[src/verilog/ilec_pkg.sv]
// ilec_pkg: constants and carrier types for the interrupt level and exception control block
// assumes one 50 MHz system clock, registers reached over axi4-lite at byte address = 4 * index
package ilec_pkg;

    // ------------------------------------------------------------
    // register indices (byte address is four times the index)
    // ------------------------------------------------------------
    localparam logic [15:0] IDX_LVL_0_3 = 16'h7f02;
    localparam logic [15:0] IDX_LVL_4_7 = 16'h7f03;
    localparam logic [15:0] IDX_LVL_8_11 = 16'h7f04;
    localparam logic [15:0] IDX_LVL_12_15 = 16'h7f05;
    localparam logic [15:0] IDX_EXC_LO = 16'h7f08;
    localparam logic [15:0] IDX_EXC_HI = 16'h7f09;

    // internal register selectors
    localparam logic [2:0] SEL_LVL0 = 3'h0;
    localparam logic [2:0] SEL_EXL = 3'h4;
    localparam logic [2:0] SEL_EXH = 3'h5;
    localparam logic [2:0] SEL_NONE = 3'h7;

    // ------------------------------------------------------------
    // field positions
    // ------------------------------------------------------------
    localparam int EXL_CLOCK_STOP_FLAG = 7;
    localparam int EXL_CLKSTP_EN = 6;
    localparam int EXL_ADDR_FLG = 5;
    localparam int EXL_ODD_FLG = 3;
    localparam int EXL_UNDEF_FLG = 1;
    localparam logic [7:0] EXL_FLAG_MASK = 8'haa;
    localparam logic [7:0] EXL_EN_MASK = 8'h55;
    localparam int EXH_SER0_FLG = 5;
    localparam int EXH_SER0_EN = 4;
    localparam int EXH_SER0_MASK = 2;
    localparam int PSW_IE_BIT = 7;
    localparam int PSW_IL_LSB = 8;
    localparam int PSW_WS_BIT = 11;

    // ------------------------------------------------------------
    // reset values, vectors, bus answers
    // ------------------------------------------------------------
    localparam logic [7:0] LVL_RST = 8'h00;
    localparam logic [7:0] EXL_RST = 8'h00;
    localparam logic [7:0] EXH_RST = 8'h00;
    localparam int NUM_VEC = 16;
    localparam int LVL_REGS = 4;
    localparam logic [15:0] VEC_BASE = 16'h8000;
    localparam logic [15:0] VEC_EXCEPTION = 16'h8080;
    localparam logic [1:0] EXC_LEVEL = 2'h3;
    localparam logic [1:0] RESP_OKAY = 2'h0;
    localparam logic [1:0] RESP_DECERR = 2'h3;

    // request presented to the cpu core
    typedef struct packed {
        logic valid;
        logic exception;
        logic [1:0] level;
        logic [15:0] vector;
    } ilec_req_t;

    // one-cycle exception events reported by the cpu core
    typedef struct packed {
        logic address_fault;
        logic odd_word_access;
        logic undefined_opcode;
    } ilec_cpu_evt_t;

endpackage : ilec_pkg

[src/verilog/ilec_top.sv]
// ilec_top: interrupt level registers, exception control registers and request arbiter
// assumes cpu status word, cpu events and peripheral requests are on aclk; the
// oscillation stop detector output is asynchronous and is synchronised here
//
// Local design decision: the AXI4-Lite interface to the registers.
`timescale 1ns/1ps
module ilec_top
    import ilec_pkg::*;
(
    // clock and reset
    input wire logic aclk,
    input wire logic aresetn,
    // axi4-lite write address and data
    input wire logic [31:0] s_axi_awaddr,
    input wire logic s_axi_awvalid,
    output logic s_axi_awready,
    input wire logic [31:0] s_axi_wdata,
    input wire logic [3:0] s_axi_wstrb,
    input wire logic s_axi_wvalid,
    output logic s_axi_wready,
    // axi4-lite write response
    output logic [1:0] s_axi_bresp,
    output logic s_axi_bvalid,
    input wire logic s_axi_bready,
    // axi4-lite read
    input wire logic [31:0] s_axi_araddr,
    input wire logic s_axi_arvalid,
    output logic s_axi_arready,
    output logic [31:0] s_axi_rdata,
    output logic [1:0] s_axi_rresp,
    output logic s_axi_rvalid,
    input wire logic s_axi_rready,
    // cpu core
    input wire logic [15:0] cpu_status_word,
    input wire logic exception_in_service,
    input wire ilec_cpu_evt_t cpu_events,
    output ilec_req_t irq_request,
    // peripherals and clock monitor
    input wire logic [NUM_VEC-1:0] periph_req,
    input wire logic serial0_irq,
    input wire logic clock_stop_detect,
    output logic lowspeed_osc_en,
    output logic stop_detector_en
);

    // ------------------------------------------------------------
    // decode helpers
    // ------------------------------------------------------------
    function automatic logic [2:0] reg_sel(input logic [31:0] addr);
        logic [2:0] sel;
        sel = SEL_NONE;
        if (addr[1:0] == 2'h0 && addr[31:18] == 14'h0000) begin
            case (addr[17:2])
                IDX_LVL_0_3: sel = 3'h0;
                IDX_LVL_4_7: sel = 3'h1;
                IDX_LVL_8_11: sel = 3'h2;
                IDX_LVL_12_15: sel = 3'h3;
                IDX_EXC_LO: sel = SEL_EXL;
                IDX_EXC_HI: sel = SEL_EXH;
                default: sel = SEL_NONE;
            endcase
        end
        return sel;
    endfunction : reg_sel

    function automatic logic [1:0] lvl_decode(input logic [1:0] field);
        logic [1:0] lvl;
        case (field)
            2'b11: lvl = 2'd3;
            2'b10: lvl = 2'd2;
            2'b01: lvl = 2'd1;
            default: lvl = 2'd0;
        endcase
        return lvl;
    endfunction : lvl_decode

    // ------------------------------------------------------------
    // state
    // ------------------------------------------------------------
    logic aw_have_r;
    logic w_have_r;
    logic [31:0] aw_addr_r;
    logic [7:0] w_data_r;
    logic w_strb0_r;
    logic awready_r;
    logic wready_r;
    logic bvalid_r;
    logic [1:0] bresp_r;
    logic arready_r;
    logic rvalid_r;
    logic [31:0] rdata_r;
    logic [1:0] rresp_r;
    logic [7:0] lvl_r [LVL_REGS];
    logic [7:0] exl_r;
    logic [7:0] exl_nxt;
    logic ser0_en_r;
    logic ser0_mask_r;
    logic ser0_flag_r;
    logic stop_meta_r;
    logic stop_sync_r;
    logic osc_en_r;
    logic det_en_r;
    ilec_req_t req_r;
    ilec_req_t req_nxt;

    logic wr_fire;
    logic [2:0] wr_sel;
    logic exc_wr;
    logic [7:0] rd_byte;
    logic [2:0] rd_sel;
    logic ie;
    logic [2:0] cur_il;
    logic exc_any;
    logic [1:0] vec_lvl [NUM_VEC];
    logic [NUM_VEC-1:0] vec_elig;
    logic [1:0] best_lvl;
    logic [3:0] best_idx;

    assign ie = cpu_status_word[PSW_IE_BIT];
    assign cur_il = cpu_status_word[PSW_IL_LSB +: 3];
    assign wr_fire = aw_have_r && w_have_r && !bvalid_r;
    assign wr_sel = reg_sel(aw_addr_r);
    assign exc_wr = wr_fire && w_strb0_r && cpu_status_word[PSW_WS_BIT];
    assign rd_sel = reg_sel(s_axi_araddr);

    // ------------------------------------------------------------
    // axi4-lite write channel
    // ------------------------------------------------------------
    always_ff @(posedge aclk) begin
        if (!aresetn) begin
            aw_have_r <= 1'b0;
            awready_r <= 1'b0;
            aw_addr_r <= 32'h0000_0000;
        end else if (s_axi_awvalid && awready_r) begin
            aw_have_r <= 1'b1;
            awready_r <= 1'b0;
            aw_addr_r <= s_axi_awaddr;
        end else begin
            if (wr_fire) begin
                aw_have_r <= 1'b0;
            end
            awready_r <= !aw_have_r;
        end
    end

    always_ff @(posedge aclk) begin
        if (!aresetn) begin
            w_have_r <= 1'b0;
            wready_r <= 1'b0;
            w_data_r <= 8'h00;
            w_strb0_r <= 1'b0;
        end else if (s_axi_wvalid && wready_r) begin
            w_have_r <= 1'b1;
            wready_r <= 1'b0;
            w_data_r <= s_axi_wdata[7:0];
            w_strb0_r <= s_axi_wstrb[0];
        end else begin
            if (wr_fire) begin
                w_have_r <= 1'b0;
            end
            wready_r <= !w_have_r;
        end
    end

    always_ff @(posedge aclk) begin
        if (!aresetn) begin
            bvalid_r <= 1'b0;
            bresp_r <= RESP_OKAY;
        end else if (wr_fire) begin
            bvalid_r <= 1'b1;
            bresp_r <= (wr_sel == SEL_NONE) ? RESP_DECERR : RESP_OKAY;
        end else if (bvalid_r && s_axi_bready) begin
            bvalid_r <= 1'b0;
        end
    end

    // ------------------------------------------------------------
    // axi4-lite read channel
    // ------------------------------------------------------------
    always_comb begin
        rd_byte = 8'h00;
        case (rd_sel)
            3'h0, 3'h1, 3'h2, 3'h3: rd_byte = lvl_r[rd_sel[1:0]];
            SEL_EXL: rd_byte = exl_r;
            SEL_EXH: rd_byte = {2'b00, ser0_flag_r, ser0_en_r, 1'b0, ser0_mask_r, 2'b00};
            default: rd_byte = 8'h00;
        endcase
    end

    always_ff @(posedge aclk) begin
        if (!aresetn) begin
            arready_r <= 1'b0;
            rvalid_r <= 1'b0;
            rdata_r <= 32'h0000_0000;
            rresp_r <= RESP_OKAY;
        end else if (s_axi_arvalid && arready_r) begin
            arready_r <= 1'b0;
            rvalid_r <= 1'b1;
            rdata_r <= {24'h00_0000, rd_byte};
            rresp_r <= (rd_sel == SEL_NONE) ? RESP_DECERR : RESP_OKAY;
        end else begin
            if (rvalid_r && s_axi_rready) begin
                rvalid_r <= 1'b0;
            end
            arready_r <= !rvalid_r;
        end
    end

    // ------------------------------------------------------------
    // level registers
    // ------------------------------------------------------------
    genvar gi;
    generate
        for (gi = 0; gi < LVL_REGS; gi++) begin : g_lvl
            always_ff @(posedge aclk) begin
                if (!aresetn) begin
                    lvl_r[gi] <= LVL_RST;
                end else if (wr_fire && w_strb0_r && wr_sel == 3'(gi)) begin
                    lvl_r[gi] <= w_data_r;
                end
            end
        end
        for (gi = 0; gi < NUM_VEC; gi++) begin : g_vec
            // vector 4*k+j sits in register k, bit pair 2j+1:2j
            assign vec_lvl[gi] = lvl_decode(lvl_r[gi / 4][2 * (gi % 4) +: 2]);
            assign vec_elig[gi] = periph_req[gi] && vec_lvl[gi] != 2'd0 && ie
                && ({1'b0, vec_lvl[gi]} > cur_il) && !exception_in_service;
        end
    endgenerate

    // ------------------------------------------------------------
    // exception control registers
    // ------------------------------------------------------------
    always_ff @(posedge aclk) begin
        if (!aresetn) begin
            stop_meta_r <= 1'b0;
            stop_sync_r <= 1'b0;
        end else begin
            stop_meta_r <= clock_stop_detect;
            stop_sync_r <= stop_meta_r;
        end
    end

    always_comb begin
        exl_nxt = exl_r;
        if (exc_wr && wr_sel == SEL_EXL) begin
            // writing 1 to a flag keeps it, writing 0 clears it
            exl_nxt = (w_data_r & EXL_EN_MASK) | (exl_r & w_data_r & EXL_FLAG_MASK);
        end
        // setting wins over a clear in the same cycle
        if (stop_sync_r && exl_r[EXL_CLKSTP_EN]) begin
            exl_nxt[EXL_CLOCK_STOP_FLAG] = 1'b1;
        end
        if (cpu_events.address_fault) begin
            exl_nxt[EXL_ADDR_FLG] = 1'b1;
        end
        if (cpu_events.odd_word_access) begin
            exl_nxt[EXL_ODD_FLG] = 1'b1;
        end
        if (cpu_events.undefined_opcode) begin
            exl_nxt[EXL_UNDEF_FLG] = 1'b1;
        end
    end

    always_ff @(posedge aclk) begin
        if (!aresetn) begin
            exl_r <= EXL_RST;
        end else begin
            exl_r <= exl_nxt;
        end
    end

    // reserved high bits are not stored and read as zero
    always_ff @(posedge aclk) begin
        if (!aresetn) begin
            ser0_en_r <= EXH_RST[EXH_SER0_EN];
            ser0_mask_r <= EXH_RST[EXH_SER0_MASK];
        end else if (exc_wr && wr_sel == SEL_EXH) begin
            ser0_en_r <= w_data_r[EXH_SER0_EN];
            ser0_mask_r <= w_data_r[EXH_SER0_MASK];
        end
    end

    always_ff @(posedge aclk) begin
        if (!aresetn) begin
            ser0_flag_r <= EXH_RST[EXH_SER0_FLG];
        end else begin
            ser0_flag_r <= serial0_irq;
        end
    end

    always_ff @(posedge aclk) begin
        if (!aresetn) begin
            osc_en_r <= 1'b0;
            det_en_r <= 1'b0;
        end else begin
            osc_en_r <= exl_r[EXL_CLKSTP_EN];
            det_en_r <= exl_r[EXL_CLKSTP_EN];
        end
    end

    // ------------------------------------------------------------
    // request arbitration
    // ------------------------------------------------------------
    assign exc_any = |(exl_r & (exl_r >> 1) & EXL_EN_MASK)
        || (ser0_flag_r && ser0_en_r && (ser0_mask_r ? ie : 1'b1));

    always_comb begin
        best_lvl = 2'd0;
        best_idx = 4'd0;
        // strict compare keeps the lowest vector among equal levels
        for (int i = 0; i < NUM_VEC; i++) begin
            if (vec_elig[i] && vec_lvl[i] > best_lvl) begin
                best_lvl = vec_lvl[i];
                best_idx = 4'(i);
            end
        end
    end

    always_comb begin
        req_nxt = '0;
        if (exc_any) begin
            req_nxt.valid = 1'b1;
            req_nxt.exception = 1'b1;
            req_nxt.level = EXC_LEVEL;
            req_nxt.vector = VEC_EXCEPTION;
        end else if (best_lvl != 2'd0) begin
            req_nxt.valid = 1'b1;
            req_nxt.level = best_lvl;
            req_nxt.vector = VEC_BASE + 16'({best_idx, 2'b00});
        end
    end

    always_ff @(posedge aclk) begin
        if (!aresetn) begin
            req_r <= '0;
        end else begin
            req_r <= req_nxt;
        end
    end

    // ------------------------------------------------------------
    // outputs
    // ------------------------------------------------------------
    assign s_axi_awready = awready_r;
    assign s_axi_wready = wready_r;
    assign s_axi_bvalid = bvalid_r;
    assign s_axi_bresp = bresp_r;
    assign s_axi_arready = arready_r;
    assign s_axi_rvalid = rvalid_r;
    assign s_axi_rdata = rdata_r;
    assign s_axi_rresp = rresp_r;
    assign irq_request = req_r;
    assign lowspeed_osc_en = osc_en_r;
    assign stop_detector_en = det_en_r;

    // ------------------------------------------------------------
    // assertions
    // ------------------------------------------------------------
    logic calm;
    assign calm = ie && cur_il == 3'd0 && !exception_in_service && !exc_any;

    a_disabled_vector: assert property (@(posedge aclk) disable iff (!aresetn)
        (calm && periph_req == 16'h0001 && lvl_r[0][1:0] == 2'b00) |=> !irq_request.valid)
        else $error("disabled vector produced a request");
    a_map_first_low: assert property (@(posedge aclk) disable iff (!aresetn)
        (calm && periph_req == 16'h0008 && lvl_r[0][7:6] == 2'b10)
        |=> irq_request.valid && irq_request.vector == 16'h800c && irq_request.level == 2'd2)
        else $error("vector 800C not taken from bits 7:6");
    a_map_first_high: assert property (@(posedge aclk) disable iff (!aresetn)
        (calm && periph_req == 16'h0010 && lvl_r[1][1:0] == 2'b11)
        |=> irq_request.vector == 16'h8010 && irq_request.level == 2'd3)
        else $error("vector 8010 not taken from bits 1:0");
    a_map_second_low: assert property (@(posedge aclk) disable iff (!aresetn)
        (calm && periph_req == 16'h0200 && lvl_r[2][3:2] == 2'b01)
        |=> irq_request.vector == 16'h8024 && irq_request.level == 2'd1)
        else $error("vector 8024 not taken from bits 3:2");
    a_map_second_high: assert property (@(posedge aclk) disable iff (!aresetn)
        (calm && periph_req == 16'h8000 && lvl_r[3][7:6] == 2'b11)
        |=> irq_request.vector == 16'h803c)
        else $error("vector 803C not taken from bits 7:6");
    a_write_permit: assert property (@(posedge aclk) disable iff (!aresetn)
        (wr_fire && !cpu_status_word[PSW_WS_BIT])
        |=> $stable(exl_r & EXL_EN_MASK) && $stable(ser0_en_r) && $stable(ser0_mask_r))
        else $error("exception register written without permit");
    a_clkstop_flag: assert property (@(posedge aclk) disable iff (!aresetn)
        (stop_sync_r && exl_r[EXL_CLKSTP_EN]) |=> exl_r[EXL_CLOCK_STOP_FLAG])
        else $error("clock stop flag not set");
    a_osc_enable: assert property (@(posedge aclk) disable iff (!aresetn)
        exl_r[EXL_CLKSTP_EN] |=> lowspeed_osc_en && stop_detector_en)
        else $error("oscillator or detector not enabled");
    a_addr_fault: assert property (@(posedge aclk) disable iff (!aresetn)
        cpu_events.address_fault |=> exl_r[EXL_ADDR_FLG])
        else $error("address fault flag not set");
    a_odd_access: assert property (@(posedge aclk) disable iff (!aresetn)
        cpu_events.odd_word_access |=> exl_r[EXL_ODD_FLG])
        else $error("odd access flag not set");
    a_undef_opcode: assert property (@(posedge aclk) disable iff (!aresetn)
        cpu_events.undefined_opcode |=> exl_r[EXL_UNDEF_FLG])
        else $error("undefined opcode flag not set");
    a_flag_sticky: assert property (@(posedge aclk) disable iff (!aresetn)
        (exl_r[EXL_ADDR_FLG] && !(exc_wr && wr_sel == SEL_EXL)) |=> exl_r[EXL_ADDR_FLG])
        else $error("exception flag cleared by itself");
    a_exc_vector: assert property (@(posedge aclk) disable iff (!aresetn)
        (exl_r[EXL_UNDEF_FLG] && exl_r[0])
        |=> irq_request.valid && irq_request.exception && irq_request.vector == 16'h8080)
        else $error("exception vector not requested");
    a_serial_flag: assert property (@(posedge aclk) disable iff (!aresetn)
        1'b1 |=> ser0_flag_r == $past(serial0_irq))
        else $error("serial flag does not follow its source");
    a_serial_masked: assert property (@(posedge aclk) disable iff (!aresetn)
        (ser0_flag_r && ser0_en_r && ser0_mask_r && !ie && (exl_r & (exl_r >> 1) & EXL_EN_MASK) == 8'h00)
        |=> !irq_request.exception)
        else $error("masked serial exception passed");
    a_serial_unmasked: assert property (@(posedge aclk) disable iff (!aresetn)
        (ser0_flag_r && ser0_en_r && !ser0_mask_r) |=> irq_request.exception)
        else $error("unmasked serial exception lost");
    a_equal_level_tie: assert property (@(posedge aclk) disable iff (!aresetn)
        (calm && periph_req == 16'h000a && lvl_r[0][3:2] == lvl_r[0][7:6] && lvl_r[0][3:2] != 2'b00)
        |=> irq_request.vector == 16'h8004)
        else $error("tie not resolved to lowest vector");
    a_level_above: assert property (@(posedge aclk) disable iff (!aresetn)
        (irq_request.valid && !irq_request.exception)
        |-> {1'b0, irq_request.level} > $past(cur_il) && $past(ie))
        else $error("request not above current level");
    a_exc_blocks: assert property (@(posedge aclk) disable iff (!aresetn)
        (exception_in_service && !exc_any) |=> !irq_request.valid)
        else $error("peripheral request during exception service");

endmodule : ilec_top

[config.mk]
export PLATFORM = sky130hd
export DESIGN_NAME = ilec_top
export DESIGN_NICKNAME = d
export VERILOG_FILES = /design/src/verilog/ilec_pkg.sv /design/src/verilog/ilec_top.sv
export SDC_FILE = /design/constraint.sdc
export NUM_CORES = 1
export LEC_CHECK = 0
export BUFFER_PORTS_ARGS = -buffer_cell sky130_fd_sc_hd__buf_2
export CELL_PAD_IN_SITES_DETAIL_PLACEMENT = 2
export CELL_PAD_IN_SITES_GLOBAL_PLACEMENT = 2
export CORE_ASPECT_RATIO = 2
export CORE_MARGIN = 1
export CORE_UTILIZATION = 34
export CTS_BUF_LIST = sky130_fd_sc_hd__clkbuf_4
export DETAILED_ROUTE_END_ITERATION = 7
export GPL_TIMING_DRIVEN = 0
export PLACE_DENSITY_LB_ADDON = 0.1
export SYNTH_ARGS = -nofsm -noshare
export SYNTH_HDL_FRONTEND = slang
export SYNTH_SLANG_ARGS = --single-unit
[constraint.sdc]
create_clock -name aclk -period 38.2 [get_ports aclk]
set_input_delay 7.64 -clock aclk [delete_from_list [all_inputs] [get_ports aclk]]
set_output_delay 7.64 -clock aclk [all_outputs]
set_load 0.1 [all_outputs]
Word level (Yosys, flattened, before mapping). Memory sizes are Yosys's and may differ from the RTL's. Index checks and enable logic that the tools add are counted.

Memories: 1. Bits in writable memories: 32. Register bits after elaboration: 94. Output and inout port bits: 63. Logic and storage cells: 376. Bits of input ports: 145.

Eq/ne operators: 72. Order comparisons: 32. Bitwise operators: 9. Reductions and logical operators: 143. $add $sub $neg: 1. Multiplexer cells: 89.

Memory list: lvl_r (words 4, bits a word 8, read ports 5, clocked after Yosys merged registers in 0, write ports 4, line ilec_top.sv:93) `logic [7:0] lvl_r [LVL_REGS];`.

Operators by type and width (count): 16-bit by 15-bit == test with 1-bit output (second input constant) (12); 1-bit logical AND (100); 2-bit case mux with 3 select lines (16); 2-bit == test (second input constant) (32); 4-bit 2-to-1 mux (14); 2-bit nonzero test (25); 2-bit by 3-bit > comparator with 1-bit output (16); 8-bit 2-to-1 mux (5); 18-bit 2-to-1 mux (2); 2-bit 2-to-1 mux (18); 3-bit case mux with 6 select lines (2); 2-bit by 1-bit == test with 1-bit output (second input constant) (16); 2-bit > comparator (15); 1-bit 2-to-1 mux (29); 14-bit zero test (2); 8-bit case mux with 3 select lines (1); 3-bit == test (second input constant) (6); 16-bit by 6-bit adder with 16-bit output (first input constant) (1); 3-bit by 2-bit == test with 1-bit output (second input constant) (4); 8-bit bitwise AND (1); 7-bit by 8-bit OR with 8-bit output (1); 4-bit OR reduction (2); 7-bit bitwise AND (1); 3-bit by 1-bit == test with 1-bit output (second input constant) (2); other kinds (10) (23).

Longest topological paths before layout. An unclocked memory read counts as a cell.

Depth after elaboration: 58. Depth in mapped cells: 105. Depth with buffers taken out: 103.

Least setup slack after synthesis. Ideal clock, no wire load.

Path type: input-to-reg. Start: input port cpu_status_word[9]. End: register req_r, in the netlist irq_request[19]. Data arrival time: 25.023 ns. Required time: 38.062 ns. Library setup time: 0.138 ns. Path buffers: 2. Cell stages on the path: 103. Setup slack: 13.039 ns. Cell sequence: inv_1 ha_1 a21boi_0 o21a_1 and3_1 ha_1 o21ai_0 nand3_1 o2bb2ai_1 ha_1 nor3_1 o211ai_1 a21oi_1 mux2i_1 inv_1 ha_1 nor2_1 nand4_1 (+67 left out) ha_1 nor2_1 nor2_1 nand4b_1 a21boi_1 a21oi_1 a32oi_1 a21boi_4 nand2_1 ha_1 a22oi_1 o211ai_1 or3_1 buf_1 nor2_1 a21oi_1 nor2_1 a41oi_1.

Longest elaborated chain between the ends: 53. Elaborated cells between the ends (all ways): 98. Classes of those cells: order compare (31); mux (18); reduce/logical (49).

RTL lines: start: declaration (line ilec_top.sv:34) `input wire logic [15:0] cpu_status_word,`; 2-bit by 3-bit > comparator with 1-bit output (line ilec_top.sv:227) `&& ({1'b0, vec_lvl[gi]} > cur_il) && !exception_in_service;`; 1-bit logical AND (2 in a row) (line ilec_top.sv:227); 1-bit logical AND (line ilec_top.sv:313) `if (vec_elig[i] && vec_lvl[i] > best_lvl) begin`; 2-bit 2-to-1 mux (line ilec_top.sv:313); 2-bit > comparator (line ilec_top.sv:313); 1-bit logical AND (line ilec_top.sv:313); 2-bit 2-to-1 mux (line ilec_top.sv:313); 2-bit > comparator (line ilec_top.sv:313); (+36 left out); 1-bit logical AND (line ilec_top.sv:313); 2-bit 2-to-1 mux (line ilec_top.sv:313); 2-bit > comparator (line ilec_top.sv:313); 1-bit logical AND (line ilec_top.sv:313); 2-bit 2-to-1 mux (*) (line ilec_top.sv:313); 2-bit nonzero test (*) (line ilec_top.sv:327) `end else if (best_lvl != 2'd0) begin`; 1-bit 2-to-1 mux (*) (line ilec_top.sv:327); 1-bit 2-to-1 mux (*) (line ilec_top.sv:322) `if (exc_any) begin`; end signal: assignment (line ilec_top.sv:338) `req_r <= req_nxt;`; end: declaration (line ilec_top.sv:103) `ilec_req_t req_r;`.

Every way passes the cells marked *; elsewhere a longest branch is shown, timed or not. A chain may end at the register's enable or synchronous reset.

Worst setup path in the final report.
Start: input port cpu_status_word[9]. End: register req_r, in the netlist irq_request[2].

Longest elaborated chain between the ends: 53. Elaborated cells between the ends (all ways): 114. Classes of those cells: add/sub (1); order compare (31); mux (31); bitwise (1); reduce/logical (50).

RTL lines: parallel branches: the longest is 53 deep, another holds 2-bit by 3-bit > comparator with 1-bit output.

Parallel ways; which one is timed is not known.

==> results.md <==
- Post-CTS Resized: 0
- Final WL: 25.46 mm
- IO Port Bufs: 135
- Ys Warns: 0
- Critical path capture point type: register
- Post-Route Skew: 14.89 ps
- Reg2reg start: lvl_r[0][1]$_SDFFCE_PN0P_
- WL/cell: 19.63 um
- Post-synthesis compound-gate area fraction: 0.1974
- Initial Utilization: 0.3454
- Iter 0 DRT Violations: 288
- Core Box Area: 20,830 um^2
- Max-cap violations: 0
- RSZ-0062 raised after global routing: false
- Net switching power: 0.09387 mW
- Clock power frac: 0.236
- CTS sink count: 112
- Tot GR Track Use: 0.2393
- Fin. max-slew vios: 0
- Reg2reg end: irq_request[2]$_SDFF_PP0_
- Register-to-register setup slack: 16,930 ps
- Sequential fraction of the synthesis area: 0.3561
- Die W: 104.9 um
- CTS tree: yes
- Max IR drop VDD: 16.86 uV
- Async SR Flop Fraction: 0
- Crit start category: primary input
- Int Power: 0.1699 mW
- Full die area: 21,790 um^2
- Worst-case reg-to-reg path depth: 99
- Wire length of the first global-routing pass: 39.92 mm
- Seq cells post-synth: 112
- Worst Path Arrival: 28,950 ps
- Fraction of layout instances using a drive strength above 1: 0.2359
- EDFF count, synth: 32
- Leakage power: 3.715 nW
- Logic pwr share: 0.261
- Slowest CP cell: inv_1
- Synth top area share: 0.2226
- Synth area leaders: dfxtp_1, edfxtp_1, ha_1
- H-tree depth: 3
- Worst-Margin Slew: 1311 ps
- Outcome: finished, final reports clean
- Slew HR: 0.1170
- Clk root buf: clkbuf_4
- Setup violations, final: 0
- Std-Cell Rows: 75
- Largest family of logic cells by synthesized area: simple AND/OR/NAND/NOR gates
- Post-Synth XOR/XNOR Area: 0.004869
- Post-Synthesis Cells: 841
- CP dominant cell by count: nor2_1
- Clk Latency, worst-skew pair: 500 ps
- Die H: 207.7 um
- Number of CTS-inserted buffers: 9
- Worst min path class: register to register
- Sequential share of power: 0.504
- DR DRC count: 0
- Post-synthesis adder-cell area fraction: 0.08625
- GP Congestion: 0.8683
- Post-synthesis mux area share: 0.04538
- Simple-gate share of the synthesized area: 0.2240
- Critical path class: primary input to register
- Hold_buf cts: 0
- Hpwl dp: 21.70 mm
- Routed vias: 6,799
- Synthesized area per cell: 8.556 um^2
- Routed vias/inst: 5.242
- Vias in the first global route: 7,536
- Tmin final: 28,600 ps
- Longest Clk Path Bufs: 2
- Final ANT Viol Nets: 0
- Nets@finish: 1,214
- Setup tns final: 0 ps
- Crit path largest cell delay: 570 ps
- Area delta synth->final: 17.93%
- Power, Total: 0.2638 mW
- Sw Share: 0.3559
- Pwr/cell area: 31.08 nW/um^2
- Post-CTS setup repair buffer count: 0
- Number of distinct library cells after synthesis: 85
- Num ports: 208
- Antenna violations before repair: 2
- Critical Path Sink: irq_request[2]$_SDFF_PP0_
- Worst EP required: 38,560 ps
- Clk slew on worst S/H paths: 170 ps
- Tcrit/Tclk final: 0.7486
- Yosys top cell by area: dfxtp_1
- F_max: 34.97 MHz
- Maximum number of pins on one net before global-route repair: 18
- CP max FO: 16
- Final Hold Viols: 0
- DR pass1 iterations: 4
- Worst Setup SP: cpu_status_word[9]
- Cell Area, Synth: 7196 um^2
- Post-synth top flop: dfxtp_1
- Grt total ovfl: 0
==> placed cells by master (no fill, tap or decap), types with 11 or more instances in the layout <==
| cell | Yosys | routed |
|---|---|---|
| a21oi_1 | 81 | 81 |
| and2_1 | 43 | 43 |
| buf_2 | 3 | 139 |
| buf_4 | 42 | 42 |
| clkbuf_1 | 19 | 19 |
| clkbuf_4 | 0 | 12 |
| conb_1 | 1 | 34 |
| dfxtp_1 | 80 | 80 |
| edfxtp_1 | 32 | 32 |
| ha_1 | 48 | 48 |
| inv_1 | 43 | 43 |
| nand2_1 | 123 | 123 |
| nand3_1 | 16 | 16 |
| nand4_1 | 11 | 11 |
| nor2_1 | 52 | 52 |
| nor2b_1 | 15 | 15 |
| nor3_1 | 17 | 17 |
| nor4_1 | 11 | 11 |
| o2111ai_1 | 11 | 11 |
| o21ai_0 | 32 | 32 |
==> sequential cells by signal, indices dropped and copies added, names as in the netlist, 8 cells and up <==
name	count
lvl_r	32
exl_r	8
w_data_r	8
s_axi_rdata	8
aw_addr_r	32
irq_request	8
==> synth_stat cells, types with 3 or more instances <==
| cell | count |
|---|---|
| clkbuf_1 | 19 |
| nor2b_1 | 15 |
| and3_1 | 7 |
| o2111ai_1 | 11 |
| nand2_1 | 123 |
| nand3_1 | 16 |
| nor4_1 | 11 |
| a21oi_2 | 3 |
| mux2_2 | 5 |
| inv_1 | 43 |
| buf_1 | 6 |
| a21oi_1 | 81 |
| buf_2 | 3 |
| nand4_1 | 11 |
| mux4_2 | 8 |
| edfxtp_1 | 32 |
| nor2_1 | 52 |
| dfxtp_1 | 80 |
| mux2i_1 | 9 |
| ha_1 | 48 |
| a31oi_1 | 6 |
| nor3_1 | 17 |
| o211ai_1 | 10 |
| or4_1 | 3 |
| a22oi_1 | 7 |
| buf_4 | 42 |
| a211oi_1 | 3 |
| and2_1 | 43 |
| a21boi_0 | 10 |
| o21ai_1 | 4 |
| o21a_1 | 7 |
| or3_1 | 5 |
| o21ai_0 | 32 |
==> worst min-delay path by stage <==
| stage | startpoint | end | cells after the start |
|---|---|---|---|
| floorplan | stop_meta_r$_SDFF_PN0_ | stop_sync_r$_SDFF_PN0_ | 1 |
| global placement | stop_meta_r$_SDFF_PN0_ | stop_sync_r$_SDFF_PN0_ | 1 |
| detailed placement | stop_sync_r$_SDFF_PN0_ | exl_r[7]$_SDFFE_PN0P_ | 2 |
| CTS | stop_sync_r$_SDFF_PN0_ | exl_r[7]$_SDFFE_PN0P_ | 2 |
| global route | stop_sync_r$_SDFF_PN0_ | exl_r[7]$_SDFFE_PN0P_ | 2 |
| finish | stop_sync_r$_SDFF_PN0_ | exl_r[7]$_SDFFE_PN0P_ | 2 |
==> per-stage QoR <==
stage	hold WS, ps	util	setup slack [ps]	std cells	area (um^2)
after CTS	442.2	0.4068	9431	1294	8476
after detailed placement	437.5	0.3999	8909	1278	8332
after global routing	461.6	0.4073	8087	1297	8486
after floorplan	411.9	-	13040	874	7320
final	444.4	0.4073	9604	1297	8486
after global placement	431.1	0.3999	9410	1278	8332
==> per-layer routing <==
| layer | track usage | wire length, um | share of wire |
|---|---|---|---|
| met3 | 0.02606 | 527 | 0.021 |
| met1 | 0.2032 | 8043 | 0.32 |
| met4 | 0.1044 | 971 | 0.038 |
| met2 | 0.5234 | 15910 | 0.63 |
| met5 | 0 | 0 | 0 |
==> worst max-delay path, delay by kind of cell <==
family	cells	cell delay [ps]
AO/OA/AOI/OAI	39	8210
adder cells (fa/ha/maj)	17	4910
AND/OR/NAND/NOR	37	5950
multiplexers	3	1160
buffers and inverters	5	1060
==> area by class of cell <==
| type | count | area (um^2) |
|---|---|---|
| tap | 269 | 336.6 |
| clock inverter | 4 | 53.80 |
| multi-input combinational | 645 | 4141 |
| fill | 2485 | 12350 |
| antenna | 2 | 5.005 |
| buffer | 72 | 446.7 |
| inverter | 45 | 168.9 |
| sequential | 112 | 2562 |
| clock buffer | 12 | 90.09 |
| timing repair buffer | 136 | 680.7 |
==> power groups by stage <==
stage | Sequential, mW | Clock [mW] | Combinational [mW]
final | 0.133 | 0.0622 | 0.0687
after global routing | 0.134 | 0.0685 | 0.0745
after CTS | 0.133 | 0.0640 | 0.0693
after detailed placement | 0.136 | 0 | 0.0691
after global placement | 0.135 | 0 | 0.0670
after floorplan | 0.139 | 0 | 0.0451
==> kinds of logic (layout without fill, tap and decap cells) <==
| group | after synthesis | count (layout) |
|---|---|---|
| AND/OR/NAND/NOR | 324 | 324 |
| other | 1 | 36 |
| multiplexers | 22 | 22 |
| flip-flops | 112 | 112 |
| adder cells (fa/ha/maj) | 50 | 50 |
| buffers and inverters | 117 | 269 |
| AO/OA/AOI/OAI | 211 | 211 |
| XOR/XNOR | 4 | 4 |
No activity file was read; power rests on OpenSTA's default activity.
